$ cat src/include/lbs_pkg.sv
// Package of constants and types for the low battery supervisor.
// Functional notes
// - The voltage monitor keeps running in every powered activity state.
// - The low battery threshold is a software setting used as trip level.
// - The comparator result passes hysteresis and a selectable debounce.
// - A low battery event is raised when the filtered voltage drops below.
// - With no host standby within eight seconds the device forces standby.
// - The low battery event clears on every active to standby transition.
// - Reading the status clears it, and events during the read are kept.
// - A masked event does not assert the interrupt but stays visible.
// - The active-low interrupt is asserted in active state when unmasked.
package lbs_pkg;
    // ------------------------------------------------------------
    // Timing
    // ------------------------------------------------------------
    localparam int CLK_HZ = 40000000;
    localparam int FORCE_TIMEOUT_S = 8;
    localparam longint FORCE_CYC_L = longint'(FORCE_TIMEOUT_S) * CLK_HZ;
    localparam int FORCE_CYC = int'(FORCE_CYC_L);
    localparam int TICK_HZ = 1000;
    localparam int TICK_DIV = CLK_HZ / TICK_HZ;
    localparam int THR_W = 8;
    localparam int HYST_W = 4;
    localparam logic [3:0] HYST_DEF = 4'h2;
    localparam logic [THR_W-1:0] THR_DEF = 8'h80;
    // ------------------------------------------------------------
    // Debounce selections, in slow ticks
    // ------------------------------------------------------------
    localparam logic [1:0] DEB_OFF = 2'h0;
    localparam logic [7:0] DEB_T1 = 8'h08;
    localparam logic [7:0] DEB_T2 = 8'h20;
    localparam logic [7:0] DEB_T3 = 8'h3E;
    // ------------------------------------------------------------
    // Types
    // ------------------------------------------------------------
    typedef enum logic [1:0] {
        ST_SAVE = 2'b00,
        ST_STANDBY = 2'b01,
        ST_ACTIVE = 2'b10
    } lbs_state_t;
    typedef struct packed {
        logic [THR_W-1:0] threshold;
        logic [HYST_W-1:0] hyst;
        logic [1:0] deb_sel;
        logic mask;
    } lbs_cfg_t;
endpackage

$ cat src/core/lbs_debounce.sv
// Debounce filter for the hysteretic low battery comparator level.
`timescale 1ns/1ps
module lbs_debounce (
    // Clock and reset
    input wire logic clk,
    input wire logic rst_n,
    // Control
    input wire logic i_tick,
    input wire logic [7:0] i_len,
    input wire logic i_raw,
    // Result
    output logic o_filt
);
    logic [7:0] cnt_q;
    logic filt_q;

    // ------------------------------------------------------------
    // Filter counter
    // ------------------------------------------------------------
    always_ff @(posedge clk or negedge rst_n) begin
        if (!rst_n) begin
            cnt_q <= 8'h00;
            filt_q <= 1'b0;
        end else if (i_raw == filt_q) begin
            cnt_q <= 8'h00;
        end else if (i_len == 8'h00) begin
            filt_q <= i_raw;
        end else if (i_tick) begin
            if (cnt_q + 8'h01 >= i_len) begin
                filt_q <= i_raw;
                cnt_q <= 8'h00;
            end else begin
                cnt_q <= cnt_q + 8'h01;
            end
        end
    end
    assign o_filt = filt_q;

    a_filter_holds: assert property (@(posedge clk) disable iff (!rst_n)
        (i_len != 8'h00 && !i_tick && i_raw != filt_q) |=> $stable(filt_q))
        else $error("Filter moved without a tick.");
endmodule

$ cat src/core/lbs_top.sv
// Low battery supervisor: filter, event, interrupt and forced standby.
`timescale 1ns/1ps
module lbs_top #(
    parameter int FORCE_CYCLES = lbs_pkg::FORCE_CYC,
    parameter int TICK_CYCLES = lbs_pkg::TICK_DIV
) (
    // Clock and reset
    input wire logic I_REF_CLK,
    input wire logic I_NRST,
    // Analog side and configuration
    input wire logic [lbs_pkg::THR_W-1:0] I_BAT_LEVEL,
    input wire lbs_pkg::lbs_cfg_t I_CFG,
    // Device state
    input wire lbs_pkg::lbs_state_t I_STATE,
    input wire logic I_HOST_STANDBY,
    // Status read
    input wire logic I_STATUS_RD,
    output logic O_STATUS,
    // Outputs
    output logic O_IRQ_N,
    output logic O_FORCE_STANDBY,
    output logic O_BELOW
);
    logic rst_m_q;
    logic rst_s_q;
    logic [15:0] div_q;
    logic tick;
    logic below_raw_q;
    logic below_filt;
    logic filt_prev_q;
    logic evt;
    logic status_q;
    logic hold_q;
    logic rd_prev_q;
    logic [31:0] tmo_q;
    logic tmo_run_q;
    logic force_q;
    logic [7:0] deb_len;
    logic act_to_stb;
    lbs_pkg::lbs_state_t state_prev_q;

    function automatic logic [7:0] deb_decode(input logic [1:0] sel);
        case (sel)
            2'h1: deb_decode = lbs_pkg::DEB_T1;
            2'h2: deb_decode = lbs_pkg::DEB_T2;
            2'h3: deb_decode = lbs_pkg::DEB_T3;
            default: deb_decode = 8'h00;
        endcase
    endfunction

    // ------------------------------------------------------------
    // Reset release
    // ------------------------------------------------------------
    always_ff @(posedge I_REF_CLK or negedge I_NRST) begin
        if (!I_NRST) begin
            rst_m_q <= 1'b0;
            rst_s_q <= 1'b0;
        end else begin
            rst_m_q <= 1'b1;
            rst_s_q <= rst_m_q;
        end
    end

    // ------------------------------------------------------------
    // Slow tick divider, free in every state
    // ------------------------------------------------------------
    always_ff @(posedge I_REF_CLK or negedge rst_s_q) begin
        if (!rst_s_q) begin
            div_q <= 16'h0000;
        end else if (div_q == 16'(TICK_CYCLES - 1)) begin
            div_q <= 16'h0000;
        end else begin
            div_q <= div_q + 16'h0001;
        end
    end
    assign tick = (div_q == 16'(TICK_CYCLES - 1));

    // ------------------------------------------------------------
    // Comparator with hysteresis, active in all states
    // ------------------------------------------------------------
    always_ff @(posedge I_REF_CLK or negedge rst_s_q) begin
        if (!rst_s_q) begin
            below_raw_q <= 1'b0;
        end else if (!below_raw_q) begin
            below_raw_q <= (I_BAT_LEVEL < I_CFG.threshold);
        end else begin
            below_raw_q <= ({1'b0, I_BAT_LEVEL} <
                ({1'b0, I_CFG.threshold} + {5'h00, I_CFG.hyst}));
        end
    end

    assign deb_len = deb_decode(I_CFG.deb_sel);

    lbs_debounce u_deb (
        .clk(I_REF_CLK),
        .rst_n(rst_s_q),
        .i_tick(tick),
        .i_len(deb_len),
        .i_raw(below_raw_q),
        .o_filt(below_filt)
    );

    // ------------------------------------------------------------
    // Event, status and read clear
    // ------------------------------------------------------------
    always_ff @(posedge I_REF_CLK or negedge rst_s_q) begin
        if (!rst_s_q) begin
            filt_prev_q <= 1'b0;
            state_prev_q <= lbs_pkg::ST_SAVE;
            rd_prev_q <= 1'b0;
        end else begin
            filt_prev_q <= below_filt;
            state_prev_q <= I_STATE;
            rd_prev_q <= I_STATUS_RD;
        end
    end
    assign evt = below_filt && !filt_prev_q;
    assign act_to_stb = (state_prev_q == lbs_pkg::ST_ACTIVE) &&
        (I_STATE != lbs_pkg::ST_ACTIVE);

    always_ff @(posedge I_REF_CLK or negedge rst_s_q) begin
        if (!rst_s_q) begin
            status_q <= 1'b0;
            hold_q <= 1'b0;
        end else if (act_to_stb) begin
            status_q <= 1'b0;
            hold_q <= 1'b0;
        end else if (I_STATUS_RD) begin
            hold_q <= hold_q | evt;
        end else if (rd_prev_q) begin
            status_q <= hold_q | evt;
            hold_q <= 1'b0;
        end else if (evt) begin
            status_q <= 1'b1;
        end
    end
    assign O_STATUS = status_q;

    // ------------------------------------------------------------
    // Interrupt output
    // ------------------------------------------------------------
    assign O_IRQ_N = !(status_q && !I_CFG.mask &&
        I_STATE == lbs_pkg::ST_ACTIVE);

    // ------------------------------------------------------------
    // Forced standby timeout
    // ------------------------------------------------------------
    always_ff @(posedge I_REF_CLK or negedge rst_s_q) begin
        if (!rst_s_q) begin
            tmo_q <= 32'h00000000;
            tmo_run_q <= 1'b0;
            force_q <= 1'b0;
        end else if (I_HOST_STANDBY || act_to_stb) begin
            tmo_run_q <= 1'b0;
            tmo_q <= 32'h00000000;
            force_q <= 1'b0;
        end else if (evt && I_STATE == lbs_pkg::ST_ACTIVE && !tmo_run_q) begin
            tmo_run_q <= 1'b1;
            tmo_q <= 32'h00000000;
        end else if (tmo_run_q) begin
            if (tmo_q == 32'(FORCE_CYCLES - 1)) begin
                force_q <= 1'b1;
                tmo_run_q <= 1'b0;
            end else begin
                tmo_q <= tmo_q + 32'h00000001;
            end
        end
    end
    assign O_FORCE_STANDBY = force_q;
    assign O_BELOW = below_filt;

    // ------------------------------------------------------------
    // Assertions
    // ------------------------------------------------------------
    a_clear_on_stby: assert property (@(posedge I_REF_CLK)
        disable iff (!rst_s_q) act_to_stb |=> !status_q)
        else $error("Status not cleared on standby entry.");
    a_event_sets: assert property (@(posedge I_REF_CLK)
        disable iff (!rst_s_q)
        (evt && !I_STATUS_RD && !rd_prev_q && !act_to_stb) |=> status_q)
        else $error("Event did not set status.");
    a_read_clears: assert property (@(posedge I_REF_CLK)
        disable iff (!rst_s_q)
        (rd_prev_q && !I_STATUS_RD && !evt && !hold_q && !act_to_stb)
        |=> !status_q)
        else $error("Read did not clear status.");
    a_read_keeps: assert property (@(posedge I_REF_CLK)
        disable iff (!rst_s_q)
        (I_STATUS_RD && evt && !act_to_stb) |=> hold_q)
        else $error("Event during read lost.");
    a_mask_quiet: assert property (@(posedge I_REF_CLK)
        disable iff (!rst_s_q) I_CFG.mask |-> O_IRQ_N)
        else $error("Masked event asserted interrupt.");
    a_irq_active: assert property (@(posedge I_REF_CLK)
        disable iff (!rst_s_q)
        (status_q && !I_CFG.mask && I_STATE == lbs_pkg::ST_ACTIVE)
        |-> !O_IRQ_N)
        else $error("Interrupt missing while pending.");
    a_cancel_tmo: assert property (@(posedge I_REF_CLK)
        disable iff (!rst_s_q) I_HOST_STANDBY |=> !tmo_run_q && !force_q)
        else $error("Timeout not cancelled.");
    a_force_time: assert property (@(posedge I_REF_CLK)
        disable iff (!rst_s_q) $rose(force_q) |-> $past(tmo_run_q))
        else $error("Force without running timeout.");
    a_below_mon: assert property (@(posedge I_REF_CLK)
        disable iff (!rst_s_q)
        (!below_raw_q && I_BAT_LEVEL < I_CFG.threshold) |=> below_raw_q)
        else $error("Comparator missed drop.");

    c_event: cover property (@(posedge I_REF_CLK) disable iff (!rst_s_q) evt);
    c_force: cover property (@(posedge I_REF_CLK) disable iff (!rst_s_q)
        $rose(force_q));
    c_read_evt: cover property (@(posedge I_REF_CLK) disable iff (!rst_s_q)
        I_STATUS_RD && evt);
endmodule

$ cat config.mk
export PLATFORM = sky130hd
export DESIGN_NAME = lbs_top
export DESIGN_NICKNAME = d
export VERILOG_FILES = /design/src/include/lbs_pkg.sv /design/src/core/lbs_debounce.sv /design/src/core/lbs_top.sv
export SDC_FILE = /design/constraint.sdc
export NUM_CORES = 1
export LEC_CHECK = 0
export ABC_AREA = 1
export BUFFER_PORTS_ARGS = -buffer_cell sky130_fd_sc_hd__buf_2
export CORE_MARGIN = 2
export CORE_UTILIZATION = 40
export CTS_CLUSTER_DIAMETER = 50
export DETAILED_ROUTE_END_ITERATION = 8
export SLEW_MARGIN = 20
export SYNTH_ARGS = -nofsm -noshare
export SYNTH_HDL_FRONTEND = slang
export SYNTH_HIERARCHICAL = 1
export SYNTH_SLANG_ARGS = --single-unit
$ cat constraint.sdc
create_clock -name I_REF_CLK -period 3.3 [get_ports I_REF_CLK]
set_input_delay 0.825 -clock I_REF_CLK [delete_from_list [all_inputs] [get_ports I_REF_CLK]]
set_output_delay 0.825 -clock I_REF_CLK [all_outputs]
set_load 0.005 [all_outputs]
Yosys cells after proc, flatten, opt, wreduce, memory -nomap -nowiden
Cells that the tools add are included.

storage, ports and cells
  bits in registers = 68
  input port bits = 29
  output and inout bits = 4
  word-level logic and storage cells = 90

operators by class
  $add $sub $neg = 4
  magnitude comparators = 3
  equal/unequal tests = 13
  mux-type cells = 29
  bitwise operators = 2
  reduce and logical (&&, ||, !) cells = 25

operators by type and width
  cell                                                                     number
  32-bit 2-to-1 mux                                                        4
  32-bit by 1-bit adder with 32-bit output, second input constant          1
  32-bit by 29-bit equality test with 1-bit output, second input constant  1
  8-bit 2-to-1 mux                                                         4
  1-bit 2-to-1 mux                                                         19
  6-bit one-hot mux with 3 select lines                                    1
  16-bit by 1-bit adder with 16-bit output, second input constant          1
  16-bit equality test, second input constant                              1
  16-bit 2-to-1 mux                                                        1
  2-bit nonzero test                                                       5
  8-bit by 4-bit adder with 9-bit output                                   1
  8-bit by 9-bit < comparator with 1-bit output                            1
  3-bit nonzero test                                                       3
  8-bit by 1-bit adder with 8-bit output, second input constant            1
  2-bit equality test, second input constant                               4
  8-bit by 6-bit >= comparator with 1-bit output                           1
  8-bit logical NOT                                                        1
  8-bit < comparator                                                       1
  1-bit logical AND                                                        6
  2-bit AND reduction                                                      3
  3-bit AND reduction                                                      2
  1-bit logical NOT                                                        4
  2-bit by 1-bit != test with 1-bit output, second input constant          2
  2-bit != test, second input constant                                     2
  other kinds (6)                                                          6

Depth between registers and ports, before layout
  depth in word-level cells = 7
  depth in mapped cells = 15
  gate-level depth less buffers = 15

Hierarchy
The synthesis kept the hierarchy.

modules (own cells, without submodules)
  module        instances  cells each  area an instance (sq um)  seq. area each (sq um)
  lbs_top       1          616         4155.2                    1476.4
  lbs_debounce  1          114         823.3                     225.2

Worst setup path before layout
No wires, ideal clock.

  path type = input to register
  from = input port I_CFG[3] (netlist name)
  to = register below_raw_q
  library setup time = 0.117 ns
  data arrival time = 2.617 ns
  slack = 0.566 ns
  stages on the path = 15
  path buffers = 0
  cell sequence = ha_1 > inv_1 > fa_1 > o21ai_0 > xor2_1 > ha_1 > nand2_1 > nor2_1 > o21ai_0 > o211ai_1 > nand2_1 > nand2_1 > nand2_1 > nand2_1 > nand2_1

on the way
  longest elaborated chain between the ends = 3

ends and longest elaborated chain
  item                                           line           text
  start, declared                                lbs_top.sv:12  input wire lbs_pkg::lbs_cfg_t I_CFG,
  8-bit by 4-bit adder with 9-bit output         lbs_top.sv:88  ({1'b0, I_CFG.threshold} + {5'h00, I_CFG.hyst}));
  8-bit by 9-bit < comparator with 1-bit output  lbs_top.sv:87  below_raw_q <= ({1'b0, I_BAT_LEVEL} <
  1-bit 2-to-1 mux                               lbs_top.sv:84  end else if (!below_raw_q) begin
  end signal, assigned                           lbs_top.sv:85  below_raw_q <= (I_BAT_LEVEL < I_CFG.threshold);
  end signal, assigned                           lbs_top.sv:87
  end, declared                                  lbs_top.sv:28  logic below_raw_q;

No other way between the ends.
A chain may end at the register's enable or synchronous reset.

Worst setup path after layout
  from = input port I_CFG[7] (netlist name)
  to = register below_raw_q

on the way
  longest elaborated chain between the ends = 3
  elaborated cells on any way between the ends = 4

ends and longest elaborated chain
  item                                           line
  8-bit by 4-bit adder with 9-bit output         lbs_top.sv:88
  8-bit by 9-bit < comparator with 1-bit output  lbs_top.sv:87
  1-bit 2-to-1 mux *                             lbs_top.sv:84

Every way passes the cells marked *; elsewhere a longest branch is shown, timed or not.

==> results.py <==
metrics = {
    "grt": {
        "antenna_found_initial": 0,
        "grt_pass1_wl_mm": 20.4,
        "grt_max_degree": 31,
        "grt_pass1_vias": 4434,
        "grt_usage_pct": 19.3,
        "grt_overflow": 0,
    },
    "logic_synthesis": {
        "synthArstFlopShare_pct": 100,
        "syn_area_per_cell_um2": 6.82,
        "ys.flop_type": "dfrtp_1",
        "ys_types": 42,
        "netlist_area_um2": 4980,
        "synth_edf_count": 0,
        "ys_warn_count": 6,
        "syn_inst": 730,
        "synth_seq_cells": 68,
        "ys_seq_area_share_pct": 34.2,
    },
    "clocking": {
        "cts_root_buf": "clkbuf_16",
        "clock_latency_ns": 0.34,
        "ctsHoldBuffers": 0,
        "cts-resized-gates": 0,
        "clk_pin_slew_ns": 0.06,
        "cts_htree_levels": 3,
        "post_cts_buffers": 0,
        "cts_tree": "yes",
        "cts.path.max_buffers": 2,
        "cts_made_buffers": 9,
        "clock-sinks": 68,
    },
    "critical_path": {
        "start_kind": "input port",
        "r2r_cells": 11,
        "path_class": "input port to register",
        "crit_chain": "buf_2 -> ha_1 -> inv_1 -> fa_1 -> o21ai_0 -> xor2_1 -> ha_1 -> nand2_1 -> nor2_1 -> o21ai_0 -> o211ai_1 -> nand2_1 -> nand2_1 -> nand2_1 -> nand2_1 -> nand2_1",
        "crit_path_end_kind": "register",
        "timing.rr.start": "u_deb/cnt_q[0]$_DFFE_PN0P_",
        "r2r_slack_ns": 1.14,
        "cp_slowest_cell": "fa_1",
        "crit_family": "adder cells",
        "cpPeakStageDelay_ns": 0.41,
        "r2r-end": "u_deb/cnt_q[5]$_DFFE_PN0P_",
        "required_ns": 3.54,
        "path_buf_inv": 2,
        "critical_path_arrival_ns": 2.92,
        "path_max_fanout": 3,
        "crit_path_frequent_cell": "nand2_1",
    },
    "placed_design": {
        "place.gp.congestion": 0.917,
        "dp_hpwl_mm": 9.04,
        "port_buffers": 32,
        "dp_cells": 927,
        "place_ws_ns": 0.265,
    },
    "detailed_routing": {
        "vias": 4576,
        "viasPerCell": 4.85,
        "wl_per_cell_um": 12.4,
        "drc": 0,
        "ant_nets": 0,
        "initialDrtViolationCount": 257,
        "routed_wl_mm": 11.7,
        "firstDrtPassIters": 5,
    },
    "sta": {
        "fmax_ghz": 0.373,
        "skew_ns": 0.00696,
        "relSlewSlack_pct": 66.1,
        "fin_crit_sh_pct": 81.2,
        "finalMaxSlewViolations": 0,
        "worst_pin_slew_ns": 0.505,
        "finalSetupTns_ns": 0,
        "fin_ws_ns": 0.619,
        "hold_viol": 0,
        "setup_violations": 0,
        "rsz0062_at_grt": "no",
        "fin_crit_ns": 2.68,
    },
    "layout": {
        "multiInputGateArea_um2": 2850,
        "ff_latch_area_um2": 1700,
        "final_nets": 829,
        "drive_gt1_share_pct": 11.6,
        "final_cell_mix": "nand2_1 (218), nor2_1 (111), inv_1 (90)",
        "antenna_cells": 0,
        "layout_commonest_cell": "nand2_1",
        "fillers": 1270,
        "finalNonFillerCells": 943,
        "area_delta_synth_final_pct": 14.7,
    },
    "min_path": {
        "hp-class": "register to asynchronous set/reset pin",
    },
    "power": {
        "powerDensity_nw_per_um2": 396,
        "cell_internal_pwr_mw": 1.72,
        "seqPwrFrac_pct": 38.2,
        "ir_worst_vdd_mv": 0.281,
        "netSwitchingPower_mw": 0.542,
        "p_total_mw": 2.26,
        "p_sw_share_pct": 24.0,
        "p_comb_share_pct": 10.2,
        "clkPwrFrac_pct": 51.7,
        "p_leak_nw": 2.79,
    },
    "floorplanning": {
        "core-area_um2": 12100,
        "rows": 40,
        "top_level_ports": 33,
        "dieArea_um2": 13400,
        "chipHeight_um": 116,
        "die_w_um": 116,
        "initial_core_util_pct": 41.3,
    },
    "run_status": {
        "status": "finished clean",
    },
    "run": {
        "max_cap_violations": 0,
    },
}
==> state kept, by name, indices dropped and copies added, names as in the netlist <==
register,flops
div_q,16
tmo_run_q,1
rd_prev_q,1
tmo_q,32
rst_s_q,1
state_prev_q,2
hold_q,1
below_raw_q,1
rst_m_q,1
filt_prev_q,1
u_deb/o_filt,1
u_deb/cnt_q,8
O_FORCE_STANDBY,1
O_STATUS,1
==> per-stage QoR <==
step	utilization (%)	hold slack, ns	instance area (um^2)
detailed placement	44.3	0.129	5350
finish	47.3	0.113	5710
global route	47.3	0.141	5710
floorplan	-	0.331	4990
CTS	47.3	0.122	5710
global placement	44.3	0.133	5350
==> worst max-delay path by stage <==
| stage | from | endpoint | depth (start not counted) |
|---|---|---|---|
| 3_5_place_dp | I_CFG[7] | below_raw_q$_DFF_PN0_ | 16 |
| 2_1_floorplan | I_CFG[3] | below_raw_q$_DFF_PN0_ | 15 |
| 6_report | I_CFG[7] | below_raw_q$_DFF_PN0_ | 16 |
| 3_3_place_gp | I_CFG[7] | below_raw_q$_DFF_PN0_ | 16 |
| 4_1_cts | I_CFG[7] | below_raw_q$_DFF_PN0_ | 16 |
| 5_1_grt | I_CFG[7] | below_raw_q$_DFF_PN0_ | 16 |
==> power by group through the flow <==
stage / clock network [mW] / registers (mW) / logic (mW)
6_report: 1.17 / 0.861 / 0.230
5_1_grt: 1.23 / 0.864 / 0.262
4_1_cts: 1.19 / 0.861 / 0.234
3_5_place_dp: 0 / 0.877 / 0.233
3_3_place_gp: 0 / 0.877 / 0.227
2_1_floorplan: 0 / 0.882 / 0.153
==> synthesized netlist by cell type (2+ instances only) <==
cell type / number / area (um^2)
nor2_1: 111 / 417
inv_2: 7 / 26.3
or2_2: 5 / 31.3
nor2_2: 7 / 43.8
nor3_1: 11 / 55.1
o21ai_0: 9 / 45.0
and2_1: 2 / 12.5
conb_1: 2 / 7.51
nor3b_1: 3 / 22.5
inv_1: 90 / 338
a21o_1: 4 / 30.0
nand2_2: 4 / 25.0
xor2_1: 17 / 149
nand2_1: 218 / 818
o21ai_1: 8 / 40.0
buf_2: 2 / 10.0
xnor2_1: 4 / 35.0
dfrtp_1: 68 / 1700
nor4_1: 4 / 25.0
ha_1: 29 / 363
nand3b_1: 2 / 15.0
clkbuf_1: 5 / 18.8
a211oi_1: 2 / 15.0
xnor2_2: 2 / 32.5
nand4_1: 20 / 125
buf_4: 4 / 30.0
nand3_1: 60 / 300
a21oi_1: 13 / 65.1
nor2_4: 4 / 45.0
==> routing by layer <==
layer / GRT usage (%) / up-vias / routed length [um]
met5: 0 / - / 0
met4: 5.78 / 0 / 172
met3: 4.55 / 11 / 631
met2: 33.0 / 102 / 5530
met1: 24.2 / 2084 / 5410
li1: - / 2379 / -
==> cells by family after synthesis <==
logic type	Yosys count	synth area share [%]
and+or+nand+nor	455	39.6
xor gates and xnor gates	24	4.67
DFF	68	34.2
adders and majority gates	30	7.69
other	2	0.151
buffers and inverters	110	8.80
AOI/OAI and AO/OA	41	4.88
==> area by class of cell <==
type                    instances  area share (%)
repair buffers                 38            3.81
multi-input cells             556            50.0
clock buffers                  11            4.43
well taps                     168            3.68
clock inverters                 5            1.86
inverters                      97            6.38
flip-flops and latches         68            29.8
Note: power is estimated with default switching activity, not from simulation.
